**config.mk**
```make
export PLATFORM = sky130hd
export DESIGN_NAME = rcc_top
export DESIGN_NICKNAME = d
export VERILOG_FILES = /design/src/hw/rcc_pkg.sv /design/src/hw/rcc_glitch_detect.sv /design/src/hw/rcc_top.sv
export SDC_FILE = /design/constraint.sdc
export NUM_CORES = 1
export LEC_CHECK = 0
export BUFFER_PORTS_ARGS = -buffer_cell sky130_fd_sc_hd__clkbuf_2
export CORE_MARGIN = 10
export CORE_UTILIZATION = 49
export CTS_BUF_LIST = sky130_fd_sc_hd__clkbuf_8 sky130_fd_sc_hd__clkbuf_16
export DETAILED_ROUTE_END_ITERATION = 10
export MAX_ROUTING_LAYER = met4
export PLACE_DENSITY_LB_ADDON = 0.2
export SLEW_MARGIN = 25
export SYNTH_ARGS = -nofsm -noshare
export SYNTH_HDL_FRONTEND = slang
export SYNTH_HIERARCHICAL = 1
export SYNTH_SLANG_ARGS = --single-unit
```
**constraint.sdc**
```tcl
create_clock -name i_clock -period 2.4 [get_ports i_clock]
set_input_delay 0.12 -clock i_clock [delete_from_list [all_inputs] [get_ports i_clock]]
set_output_delay 0.12 -clock i_clock [all_outputs]
set_load 0.05 [all_outputs]
```
**src/hw/rcc_pkg.sv**
```systemverilog
// constants shared by the reset and clock control block
package rcc_pkg;

  // ****************************************
  // register map (byte addresses on apb)
  // ****************************************
  localparam int          ADDR_W             = 12;
  localparam logic [11:0] ADDR_SW_RESET      = 12'h000;
  localparam logic [11:0] ADDR_CORE_CLK_CONF = 12'h004;
  localparam logic [11:0] ADDR_AON_CLK_CONF  = 12'h008;
  localparam logic [11:0] ADDR_STATUS        = 12'h00c;

  // ****************************************
  // reset levels, narrowest first
  // ****************************************
  localparam int NUM_LEVELS   = 5;
  localparam int LVL_FIRST    = 0;
  localparam int LVL_SECOND   = 1;
  localparam int LVL_CORE     = 2;
  localparam int LVL_SYSTEM   = 3;
  localparam int LVL_CHIP     = 4;
  localparam int RESET_HOLD_DEFAULT = 16;

  // ****************************************
  // clock inputs, index into the sampled vector
  // ****************************************
  localparam int NUM_CLOCKS     = 5;
  localparam int CLK_CRYSTAL    = 0;
  localparam int CLK_FAST_OSC   = 1;
  localparam int CLK_SLOW_OSC   = 2;
  localparam int CLK_LS_CRYSTAL = 3;
  localparam int CLK_PLL        = 4;

  // ****************************************
  // clock configuration fields
  // ****************************************
  typedef enum logic [1:0] {
    CORE_SRC_CRYSTAL  = 2'h0,
    CORE_SRC_FAST_OSC = 2'h1,
    CORE_SRC_PLL      = 2'h2
  } rcc_core_src_type;

  typedef enum logic [1:0] {
    SLOW_SRC_LS_CRYSTAL = 2'h0,
    SLOW_SRC_SLOW_OSC   = 2'h1,
    SLOW_SRC_FAST_DIV   = 2'h2
  } rcc_slow_src_type;

  localparam int         CORE_SRC_LSB   = 0;
  localparam int         CORE_DIV_LSB   = 4;
  localparam int         CORE_DIV_W     = 8;
  // divide factor is twice this value; zero passes the source straight through
  localparam logic [7:0] CORE_DIV_RESET = 8'h01;
  localparam int         SLOW_SRC_LSB   = 0;
  localparam int         FAST_SRC_BIT   = 4;
  localparam logic       FAST_SRC_RESET = 1'b0;
  localparam int         FAST_OSC_DIV   = 256;
  localparam int         DIV256_W       = 7;

  // ****************************************
  // status fields
  // ****************************************
  localparam int STAT_BLOCKED_BIT = 0;
  localparam int STAT_ACTIVE_LSB  = 8;

  // ****************************************
  // timing
  // ****************************************
  localparam int CLOCK_PERIOD_PS = 5000;
  localparam int GLITCH_WIDTH_PS = 3000;
  localparam int GLITCH_CYCLES   = (GLITCH_WIDTH_PS + CLOCK_PERIOD_PS - 1) / CLOCK_PERIOD_PS;
  localparam int GLITCH_CNT_W    = 4;

endpackage : rcc_pkg

```
**src/hw/rcc_glitch_detect.sv**
```systemverilog
// glitch detector that blocks the main crystal clock
`timescale 1ns/1ps

module rcc_glitch_detect (
  input  wire logic i_clock,
  input  wire logic i_resetn,
  input  wire logic i_level,
  input  wire logic i_clear,
  output logic      o_blocked
);

  typedef struct packed {
    logic                              prev;
    logic                              seen_edge;
    logic [rcc_pkg::GLITCH_CNT_W-1:0]  width;
    logic                              blocked;
  } rcc_glitch_state_type;

  rcc_glitch_state_type st_q;
  rcc_glitch_state_type st_d;

  always_comb begin
    st_d      = st_q;
    st_d.prev = i_level;
    if (i_level != st_q.prev) begin
      // a phase no wider than the threshold between two edges is a glitch
      if (st_q.seen_edge &&
          st_q.width <= rcc_pkg::GLITCH_CNT_W'(rcc_pkg::GLITCH_CYCLES)) begin
        st_d.blocked = 1'b1;  // see (RULE13)
      end
      st_d.seen_edge = 1'b1;
      st_d.width     = rcc_pkg::GLITCH_CNT_W'(1);
    end else if (st_q.width != '1) begin
      st_d.width = st_q.width + rcc_pkg::GLITCH_CNT_W'(1);
    end
    // only a chip reset lifts the block, so a faulty crystal stays cut off
    if (i_clear) begin
      st_d.blocked   = 1'b0;
      st_d.seen_edge = 1'b0;
    end
  end

  always_ff @(posedge i_clock) begin
    if (!i_resetn) begin
      st_q <= '0;
    end else begin
      st_q <= st_d;
    end
  end

  assign o_blocked = st_q.blocked;

endmodule : rcc_glitch_detect

```
**src/hw/rcc_top.sv**
```systemverilog
// reset and clock control: nested reset levels, clock selection and apb registers
`timescale 1ns/1ps

// What this block does
// (RULE1) four reset levels: single core, digital core, system, whole chip.
// (RULE2) single-core reset hits only its own core; core restarts from reset vector.
// (RULE3) reset of the first core also resets the security-sensitive registers.
// (RULE4) digital-core reset hits cores, peripherals, basebands, pins; not always-on domain.
// (RULE5) system reset hits the whole digital system including always-on domain.
// (RULE6) chip reset hits every part of the chip.
// (RULE7) resets requested by software register writes or by hardware circuitry.
// (RULE8) core clock from crystal, fast oscillator or pll, direct or divided.
// (RULE9) after first core reset the core clock is crystal divided by 2.
// (RULE10) slow always-on clock: low-speed crystal, slow oscillator or fast oscillator/256.
// (RULE11) slow always-on clock drives counter, watchdog and low-power controller.
// (RULE12) fast always-on clock: crystal divided by 2 or fast oscillator.
// (RULE13) a crystal glitch under 3 ns blocks the crystal clock.
// (RULE14) each wider reset also asserts every narrower reset.
module rcc_top #(
  parameter int RESET_HOLD_CYCLES = rcc_pkg::RESET_HOLD_DEFAULT
) (
  input  wire logic        i_clock,
  input  wire logic        i_resetn,
  // apb slave
  input  wire logic [11:0] i_paddr,
  input  wire logic        i_psel,
  input  wire logic        i_penable,
  input  wire logic        i_pwrite,
  input  wire logic [31:0] i_pwdata,
  output logic      [31:0] o_prdata,
  output logic             o_pready,
  output logic             o_pslverr,
  // hardware reset requests, asynchronous
  input  wire logic        i_hw_first_core_reset_req,
  input  wire logic        i_hw_second_core_reset_req,
  input  wire logic        i_hw_core_reset_req,
  input  wire logic        i_hw_system_reset_req,
  input  wire logic        i_hw_chip_reset_req,
  // clock sources, oversampled
  input  wire logic        i_main_crystal_clock,
  input  wire logic        i_fast_osc_clock,
  input  wire logic        i_slow_osc_clock,
  input  wire logic        i_low_speed_crystal_clock,
  input  wire logic        i_pll_clock,
  // reset outputs
  output logic             o_first_processor_core_reset_n,
  output logic             o_second_processor_core_reset_n,
  output logic             o_digital_core_reset_n,
  output logic             o_system_reset_n,
  output logic             o_chip_reset_n,
  output logic             o_always_on_reset_n,
  output logic             o_secure_reg_reset_n,
  // clock outputs
  output logic             o_core_clock,
  output logic             o_slow_aon_clock,
  output logic             o_fast_aon_clock,
  output logic             o_main_crystal_blocked
);

  localparam int CNT_W = $clog2(RESET_HOLD_CYCLES + 1);
  localparam int NL    = rcc_pkg::NUM_LEVELS;
  localparam int NC    = rcc_pkg::NUM_CLOCKS;
  localparam int DW    = rcc_pkg::CORE_DIV_W;

  // ****************************************
  // state
  // ****************************************
  typedef struct packed {
    logic [NL-1:0]                     hw_sync1;
    logic [NL-1:0]                     hw_sync2;
    logic [NC-1:0]                     clk_sync1;
    logic [NC-1:0]                     clk_sync2;
    logic [NC-1:0]                     clk_prev;
    logic [NL-1:0][CNT_W-1:0]          hold;
    logic [NL-1:0]                     rst_n;
    logic                              aon_rst_n;
    logic                              secure_rst_n;
    rcc_pkg::rcc_core_src_type         core_src;
    logic [DW-1:0]                     core_div;
    logic [DW-1:0]                     core_edges;
    logic                              core_clk;
    rcc_pkg::rcc_slow_src_type         slow_src;
    logic                              fast_src;
    logic [rcc_pkg::DIV256_W-1:0]      div256_cnt;
    logic                              fast_div256;
    logic                              xtal_div2;
    logic                              slow_clk;
    logic                              fast_clk;
    logic                              blocked;
    logic                              pready;
    logic                              pslverr;
    logic [31:0]                       prdata;
  } rcc_state_type;

  rcc_state_type st_q;
  rcc_state_type st_d;
  logic          glitch_blocked;

  // ****************************************
  // helpers
  // ****************************************
  function automatic logic is_rise(input logic prev, input logic cur);
    return cur & ~prev;
  endfunction : is_rise

  function automatic logic addr_is_mapped(input logic [11:0] addr);
    if (addr == rcc_pkg::ADDR_SW_RESET) begin
      return 1'b1;
    end else if (addr == rcc_pkg::ADDR_CORE_CLK_CONF) begin
      return 1'b1;
    end else if (addr == rcc_pkg::ADDR_AON_CLK_CONF) begin
      return 1'b1;
    end else if (addr == rcc_pkg::ADDR_STATUS) begin
      return 1'b1;
    end else begin
      return 1'b0;
    end
  endfunction : addr_is_mapped

  // ****************************************
  // crystal glitch watch
  // ****************************************
  rcc_glitch_detect u_glitch (
    .i_clock   (i_clock),
    .i_resetn  (i_resetn),
    .i_level   (st_q.clk_sync2[rcc_pkg::CLK_CRYSTAL]),
    .i_clear   (~st_q.rst_n[rcc_pkg::LVL_CHIP]),
    .o_blocked (glitch_blocked)
  );

  // ****************************************
  // next state
  // ****************************************
  always_comb begin
    logic [NL-1:0] sw_req;
    logic [NL-1:0] req;
    logic [NL-1:0] eff;
    logic [NL-1:0] active;
    logic [NC-1:0] live;
    logic [NC-1:0] rise;
    logic          wr;
    logic          core_lvl;
    logic          core_rise;
    sw_req    = '0;
    req       = '0;
    eff       = '0;
    active    = '0;
    live      = '0;
    rise      = '0;
    core_lvl  = 1'b0;
    core_rise = 1'b0;
    wr        = 1'b0;
    st_d      = st_q;

    // two flip-flops on every reset request and clock source pin before use
    st_d.hw_sync1  = {i_hw_chip_reset_req, i_hw_system_reset_req, i_hw_core_reset_req,
                      i_hw_second_core_reset_req, i_hw_first_core_reset_req};
    st_d.hw_sync2  = st_q.hw_sync1;
    st_d.clk_sync1 = {i_pll_clock, i_low_speed_crystal_clock, i_slow_osc_clock,
                      i_fast_osc_clock, i_main_crystal_clock};
    st_d.clk_sync2 = st_q.clk_sync1;
    st_d.blocked   = glitch_blocked;

    live = st_q.clk_sync2;
    live[rcc_pkg::CLK_CRYSTAL] = st_q.clk_sync2[rcc_pkg::CLK_CRYSTAL] & ~st_q.blocked; // see (RULE13)
    st_d.clk_prev = live;
    for (int i = 0; i < NC; i++) begin
      rise[i] = is_rise(st_q.clk_prev[i], live[i]);
    end

    // apb: setup cycle latches the answer, access cycle presents it
    wr = i_psel & i_penable & st_q.pready & i_pwrite & addr_is_mapped(i_paddr);
    for (int i = 0; i < NL; i++) begin
      active[i] = (st_q.hold[i] != '0);
    end
    st_d.pready  = i_psel & ~i_penable;
    st_d.pslverr = i_psel & ~i_penable & ~addr_is_mapped(i_paddr);
    st_d.prdata  = '0;
    if (i_psel && !i_penable && !i_pwrite) begin
      if (i_paddr == rcc_pkg::ADDR_SW_RESET) begin
        st_d.prdata[NL-1:0] = active;
      end else if (i_paddr == rcc_pkg::ADDR_CORE_CLK_CONF) begin
        st_d.prdata[rcc_pkg::CORE_SRC_LSB +: 2] = st_q.core_src;
        st_d.prdata[rcc_pkg::CORE_DIV_LSB +: DW] = st_q.core_div;
      end else if (i_paddr == rcc_pkg::ADDR_AON_CLK_CONF) begin
        st_d.prdata[rcc_pkg::SLOW_SRC_LSB +: 2] = st_q.slow_src;
        st_d.prdata[rcc_pkg::FAST_SRC_BIT] = st_q.fast_src;
      end else if (i_paddr == rcc_pkg::ADDR_STATUS) begin
        st_d.prdata[rcc_pkg::STAT_BLOCKED_BIT] = st_q.blocked;
        st_d.prdata[rcc_pkg::STAT_ACTIVE_LSB +: NL] = active;
      end
    end

    // reset requests from software and from circuitry
    if (wr && i_paddr == rcc_pkg::ADDR_SW_RESET) begin
      sw_req = i_pwdata[NL-1:0]; // see (RULE7)
    end
    req = st_q.hw_sync2 | sw_req; // see (RULE7)

    // widen each request downward through the nesting
    eff[rcc_pkg::LVL_CHIP]   = req[rcc_pkg::LVL_CHIP];                            // see (RULE6)
    eff[rcc_pkg::LVL_SYSTEM] = req[rcc_pkg::LVL_SYSTEM] | eff[rcc_pkg::LVL_CHIP]; // see (RULE14)
    eff[rcc_pkg::LVL_CORE]   = req[rcc_pkg::LVL_CORE] | eff[rcc_pkg::LVL_SYSTEM]; // see (RULE14)
    eff[rcc_pkg::LVL_FIRST]  = req[rcc_pkg::LVL_FIRST] | eff[rcc_pkg::LVL_CORE];  // see (RULE2)
    eff[rcc_pkg::LVL_SECOND] = req[rcc_pkg::LVL_SECOND] | eff[rcc_pkg::LVL_CORE]; // see (RULE2)

    // every level holds for the same time after its last request
    for (int i = 0; i < NL; i++) begin
      if (eff[i]) begin
        st_d.hold[i] = CNT_W'(RESET_HOLD_CYCLES); // see (RULE1)
      end else if (active[i]) begin
        st_d.hold[i] = st_q.hold[i] - CNT_W'(1);
      end
      st_d.rst_n[i] = ~active[i]; // see (RULE4)
    end
    // always-on domain escapes the digital-core reset
    st_d.aon_rst_n    = ~active[rcc_pkg::LVL_SYSTEM]; // see (RULE5)
    st_d.secure_rst_n = ~active[rcc_pkg::LVL_FIRST];  // see (RULE3)

    // ****************************************
    // core clock
    // ****************************************
    if (active[rcc_pkg::LVL_FIRST]) begin
      st_d.core_src   = rcc_pkg::CORE_SRC_CRYSTAL; // see (RULE9)
      st_d.core_div   = rcc_pkg::CORE_DIV_RESET;   // see (RULE9)
      st_d.core_edges = '0;
    end else if (wr && i_paddr == rcc_pkg::ADDR_CORE_CLK_CONF) begin
      // code 3 names no source, so the old selection is kept
      if (i_pwdata[rcc_pkg::CORE_SRC_LSB +: 2] != 2'h3) begin
        st_d.core_src = rcc_pkg::rcc_core_src_type'(i_pwdata[rcc_pkg::CORE_SRC_LSB +: 2]);
      end
      st_d.core_div   = i_pwdata[rcc_pkg::CORE_DIV_LSB +: DW];
      st_d.core_edges = '0;
    end
    case (st_q.core_src)
      rcc_pkg::CORE_SRC_FAST_OSC: begin
        core_lvl  = live[rcc_pkg::CLK_FAST_OSC];
        core_rise = rise[rcc_pkg::CLK_FAST_OSC];
      end
      rcc_pkg::CORE_SRC_PLL: begin
        core_lvl  = live[rcc_pkg::CLK_PLL];
        core_rise = rise[rcc_pkg::CLK_PLL];
      end
      default: begin
        core_lvl  = live[rcc_pkg::CLK_CRYSTAL];
        core_rise = rise[rcc_pkg::CLK_CRYSTAL];
      end
    endcase
    if (st_q.core_div == '0) begin
      st_d.core_clk = core_lvl; // see (RULE8)
    end else if (core_rise) begin
      if (st_q.core_edges + DW'(1) >= st_q.core_div) begin
        st_d.core_clk   = ~st_q.core_clk; // see (RULE8)
        st_d.core_edges = '0;
      end else begin
        st_d.core_edges = st_q.core_edges + DW'(1);
      end
    end

    // ****************************************
    // always-on clocks
    // ****************************************
    if (active[rcc_pkg::LVL_SYSTEM]) begin
      st_d.slow_src = rcc_pkg::SLOW_SRC_LS_CRYSTAL;
      st_d.fast_src = rcc_pkg::FAST_SRC_RESET;
    end else if (wr && i_paddr == rcc_pkg::ADDR_AON_CLK_CONF) begin
      if (i_pwdata[rcc_pkg::SLOW_SRC_LSB +: 2] != 2'h3) begin
        st_d.slow_src = rcc_pkg::rcc_slow_src_type'(i_pwdata[rcc_pkg::SLOW_SRC_LSB +: 2]);
      end
      st_d.fast_src = i_pwdata[rcc_pkg::FAST_SRC_BIT];
    end
    // half of the 256 divide per output phase
    if (rise[rcc_pkg::CLK_FAST_OSC]) begin
      st_d.div256_cnt = st_q.div256_cnt + rcc_pkg::DIV256_W'(1);
      if (st_q.div256_cnt == '1) begin
        st_d.fast_div256 = ~st_q.fast_div256; // see (RULE10)
      end
    end
    if (rise[rcc_pkg::CLK_CRYSTAL]) begin
      st_d.xtal_div2 = ~st_q.xtal_div2; // see (RULE12)
    end
    case (st_q.slow_src)
      rcc_pkg::SLOW_SRC_SLOW_OSC:  st_d.slow_clk = live[rcc_pkg::CLK_SLOW_OSC];   // see (RULE10)
      rcc_pkg::SLOW_SRC_FAST_DIV:  st_d.slow_clk = st_q.fast_div256;              // see (RULE10)
      default:                     st_d.slow_clk = live[rcc_pkg::CLK_LS_CRYSTAL]; // see (RULE10)
    endcase
    st_d.fast_clk = st_q.fast_src ? live[rcc_pkg::CLK_FAST_OSC] : st_q.xtal_div2; // see (RULE12)
  end

  // ****************************************
  // registers
  // ****************************************
  always_ff @(posedge i_clock) begin
    if (!i_resetn) begin
      st_q          <= '0;
      st_q.hold     <= {NL{CNT_W'(RESET_HOLD_CYCLES)}};
      st_q.core_src <= rcc_pkg::CORE_SRC_CRYSTAL;
      st_q.core_div <= rcc_pkg::CORE_DIV_RESET;
      st_q.slow_src <= rcc_pkg::SLOW_SRC_LS_CRYSTAL;
      st_q.fast_src <= rcc_pkg::FAST_SRC_RESET;
    end else begin
      st_q <= st_d;
    end
  end

  // ****************************************
  // outputs
  // ****************************************
  assign o_prdata                        = st_q.prdata;
  assign o_pready                        = st_q.pready;
  assign o_pslverr                       = st_q.pslverr;
  assign o_first_processor_core_reset_n  = st_q.rst_n[rcc_pkg::LVL_FIRST];
  assign o_second_processor_core_reset_n = st_q.rst_n[rcc_pkg::LVL_SECOND];
  assign o_digital_core_reset_n          = st_q.rst_n[rcc_pkg::LVL_CORE];
  assign o_system_reset_n                = st_q.rst_n[rcc_pkg::LVL_SYSTEM];
  assign o_chip_reset_n                  = st_q.rst_n[rcc_pkg::LVL_CHIP];
  assign o_always_on_reset_n             = st_q.aon_rst_n;
  assign o_secure_reg_reset_n            = st_q.secure_rst_n;
  // slow clock feeds the always-on counter, watchdog and low-power controller
  assign o_core_clock                    = st_q.core_clk;
  assign o_slow_aon_clock                = st_q.slow_clk; // see (RULE11)
  assign o_fast_aon_clock                = st_q.fast_clk;
  assign o_main_crystal_blocked          = st_q.blocked;

endmodule : rcc_top

```
==> run_results.csv <==
group,metric,value,unit
routing,firstDrtPassIters,4,
placed_design,dp_cells,716,
synthesis,ys_seq_area_frac,0.449,
cts,cts_sinks,109,
grt,antenna_found_initial,0,
power,p_int,2.78,mW
floorplanning,rows,36,
routing,via_per_inst,4.86,
synthesis,syn_inst,529,
critical_path,cp_top_family,"simple AND/OR/NAND/NOR gates",
synthesis,synth_ff_type,"dfxtp_1",
critical_path,cp-end-kind,"flop",
routing,drtIter0Drc,133,
floorplanning,initial_utilization,0.500,
finish,multi_input_area,0.00251,mm2
power,powerDensity,677,mW/mm2
critical_path,crit_required,2.69,ns
synthesis,synth_top_area_frac,0.449,
critical_path,arrival,2.64,ns
synthesis,synth-seq-cells,109,
timing,skew,0.0110,ns
critical_path,timing.rr.start,"st_q[50]",
power,clkPwrFrac,0.285,
routing,drt-total-wl,10300,um
worst_hold_path,hold_path_end,"st_q[58]",
floorplanning,die_y,120,um
timing,report.final.setup_viol,0,
floorplanning,ios,104,
critical_path,r2r_slack,0.05,ns
critical_path,crit_slowest_cell,"dfxtp_4",
synthesis,synth_common_cells,"109 x dfxtp_1, 50 x nand2_1, 49 x nor2_1",
timing,setup_ws,0.0488,ns
placed_design,portBuffers,64,
worst_hold_path,hp-start,"i_pwdata[4]",
critical_path,critPathMaxStageDelay,0.38,ns
status,outcome,"finished, final reports clean",
finish,drive_above_1_share,0.245,
synthesis,synth_area_leaders,"dfxtp_1 45%, ha_1 5.7%, and2_1 5.4%",
synthesis,synth_top_area_cell,"dfxtp_1",
critical_path,crit_fanout,7,
grt,gr-total-overflow,0,
critical_path,critPathKind,"reg -> reg",
power,seqPwrFrac,0.524,
timing,slew_violations,0,
placed_design,dp_hpwl,7730,um
finish,diodes,0,
grt,grt_max_degree,50,
timing,finalCritPeriodShare,0.980,
cts,htreeDepth,3,
cts,cts.clk_slew.worst_paths,0.10,ns
timing,fmax,0.425,GHz
placed_design,place_ws,-0.0653,ns
synthesis,synth_area,0.00486,mm2
worst_hold_path,hold_class,"in -> reg",
critical_path,r2r_end,"st_q[50]",
grt,grt_pass1_wl,17100,um
placed_design,place_congestion,0.841,
finish,fillers,870,
synthesis,synth_enable_flop_cells,0,
synthesis,synthDistinctLibCells,55,
synthesis,async_reset_ff_frac,0,
cts,root_buffer,"clkbuf_8",
routing,vias,3648,
cts,numCtsBuffers,9,
routing,ant_nets,0,
timing,period_minus_slack,2.35,ns
cts,cts_tree,"built",
finish,finalNonFillerCells,750,
finish,area_growth_syn_to_layout,19.3,%
synthesis,synth_area_per_cell,9.19,um2
power,vdd_ir_drop_max,0.000401,V
routing,wl_per_cell,13.8,um
power,power_switching_share,0.291,
floorplanning,fp.coreArea,0.00973,mm2
timing,hold_viol_final,0,
critical_path,critPathBufInv,2,
timing,rsz0062_at_grt,"true",
finish,nNetsFinal,694,
power,p_leak,2.48,nW
power,switching_power,1.14,mW
worst_hold_path,min_path_cells,3,
floorplanning,dieArea,0.0143,mm2
flow_run,drv_cap,0,
routing,drc,0,
floorplanning,die_x,120,um
critical_path,path_cells,"nand3_2 > or2_4 > and2_4 > or2_4 > ha_4 > nand2_2 > nor3_2 > buf_4 > a211oi_4 > buf_4 > mux2i_1 > nor2b_1",
cts,cts_buffer_depth,2,
synthesis,yosys_warnings,6,
critical_path,reg2reg_depth,12,
power,p_comb_frac,0.191,
critical_path,critPathLaunchType,"flop",
grt,track_usage,0.146,
finish,regArea,0.00219,mm2
cts,clock_latency,0.36,ns
grt,first_global_vias,3686,
synthesis,yosysMostFrequentCell,"dfxtp_1",
==> worst max-delay path by stage <==
stage | slack (ns) | cells after the start | startpoint | to
floorplan | 0.01 | 10 | st_q[52] | st_q[52]
CTS | -0.02 | 10 | st_q[50] | o_core_clock
global route | -0.08 | 12 | st_q[51] | st_q[50]
global placement | -0.01 | 10 | st_q[51] | o_core_clock
detailed placement | -0.07 | 10 | st_q[51] | o_core_clock
finish | 0.05 | 12 | st_q[50] | st_q[50]
==> power groups by stage <==
stage	logic [mW]	clock network, mW	registers [mW]
2_1_floorplan	0.569	0	2.12
3_3_place_gp	0.704	0	2.09
3_5_place_dp	0.731	0	2.10
4_1_cts	0.757	1.15	2.06
5_1_grt	0.839	1.22	2.08
6_report	0.751	1.12	2.06
==> placed cells by master, fill, tap and decap left out, types with 4 or more instances in the layout <==
| cell type | Yosys | routed |
|---|---|---|
| dfxtp_1 | 109 | 105 |
| clkbuf_2 | 0 | 64 |
| nand2_1 | 50 | 47 |
| nor2_1 | 49 | 47 |
| and2_1 | 42 | 40 |
| inv_1 | 31 | 31 |
| xnor2_1 | 20 | 20 |
| nor3_1 | 21 | 19 |
| conb_1 | 1 | 19 |
| ha_1 | 22 | 17 |
| dlygate4sd3_1 | 0 | 17 |
| buf_4 | 34 | 17 |
| a21oi_1 | 14 | 13 |
| nor2b_1 | 11 | 11 |
| clkbuf_8 | 0 | 10 |
| a211oi_1 | 10 | 8 |
| o21ai_0 | 10 | 7 |
| xor2_1 | 6 | 6 |
| or2_4 | 1 | 6 |
| mux2i_1 | 6 | 6 |
| o21ai_2 | 3 | 5 |
| nand3b_1 | 5 | 5 |
| nand3_1 | 7 | 5 |
| a21boi_0 | 5 | 5 |
| ha_4 | 0 | 5 |
| nand2_2 | 1 | 4 |
| a22oi_1 | 5 | 4 |
| or3_1 | 4 | 4 |
| a21o_1 | 4 | 4 |
==> kinds of logic (layout without fill, tap and decap cells) <==
| family | after synthesis | count (layout) | share of synthesized area |
|---|---|---|---|
| muxes | 7 | 7 | 0.0170 |
| buffers and inverters | 74 | 144 | 0.0852 |
| other | 1 | 19 | 0.000771 |
| DFF | 109 | 109 | 0.449 |
| xor gates and xnor gates | 26 | 26 | 0.0468 |
| adders and majority gates | 22 | 22 | 0.0566 |
| and+or+nand+nor | 226 | 226 | 0.255 |
| AOI/OAI and AO/OA | 64 | 64 | 0.0901 |
==> routing by layer <==
metal  global-route usage  up-vias  routed length (um)
met3               0.0427        9                 519
li1                     -     1870                   -
met1                0.170     1702                4720
met2                0.240       67                5000
met4               0.0415        0                 105
met5                    -        -                   0
==> metrics by stage <==
stage,hold WS (ns),total power [mW],setup TNS (ns),utilization,cell area (um2)
finish,0.0618,3.93,0,0.596,5800
global route,0.0778,4.14,-0.202,0.596,5800
CTS,0.0540,3.96,-0.0154,0.579,5640
detailed placement,0.329,2.83,-0.300,0.539,5240
global placement,0.325,2.80,-0.0125,0.539,5240
floorplan,0.237,2.69,0,-,4940
==> flip-flops by register name, summed over array words and instances, names as in the netlist <==
| register | count |
|---|---|
| o_main_crystal_blocked | 1 |
| o_chip_reset_n | 1 |
| o_slow_aon_clock | 1 |
| st_d | 14 |
| o_prdata | 13 |
| o_digital_core_reset_n | 1 |
| o_core_clock | 1 |
| u_glitch/o_blocked | 1 |
| u_glitch/st_q | 6 |
| st_q | 64 |
| o_pready | 1 |
| o_fast_aon_clock | 1 |
| o_pslverr | 1 |
| o_first_processor_core_reset_n | 1 |
| o_second_processor_core_reset_n | 1 |
| o_system_reset_n | 1 |
==> worst min-delay path, stage by stage <==
cell and delay (ns):
clkbuf_2 0.14, nand2_1 0.07, nand3_1 0.07
==> cell type report <==
class,count,area share
repair buffers,98,0.107
multi-input cells,364,0.433
flip-flops and latches,109,0.378
inverters,31,0.0201
clock buffers,10,0.0237
well taps,133,0.0287
clock inverters,5,0.0104
==> what timing repair did <==
item                       4_1_cts  5_1_grt
setup endpoints to repair        9        9
pin swaps                        0       14
hold endpoints to repair        17        0
gates resized for setup          6       32
cloned                           0        0
hold buffers                    17        0
buffers inserted                 0        3
Power figures use the tool's default switching activity.
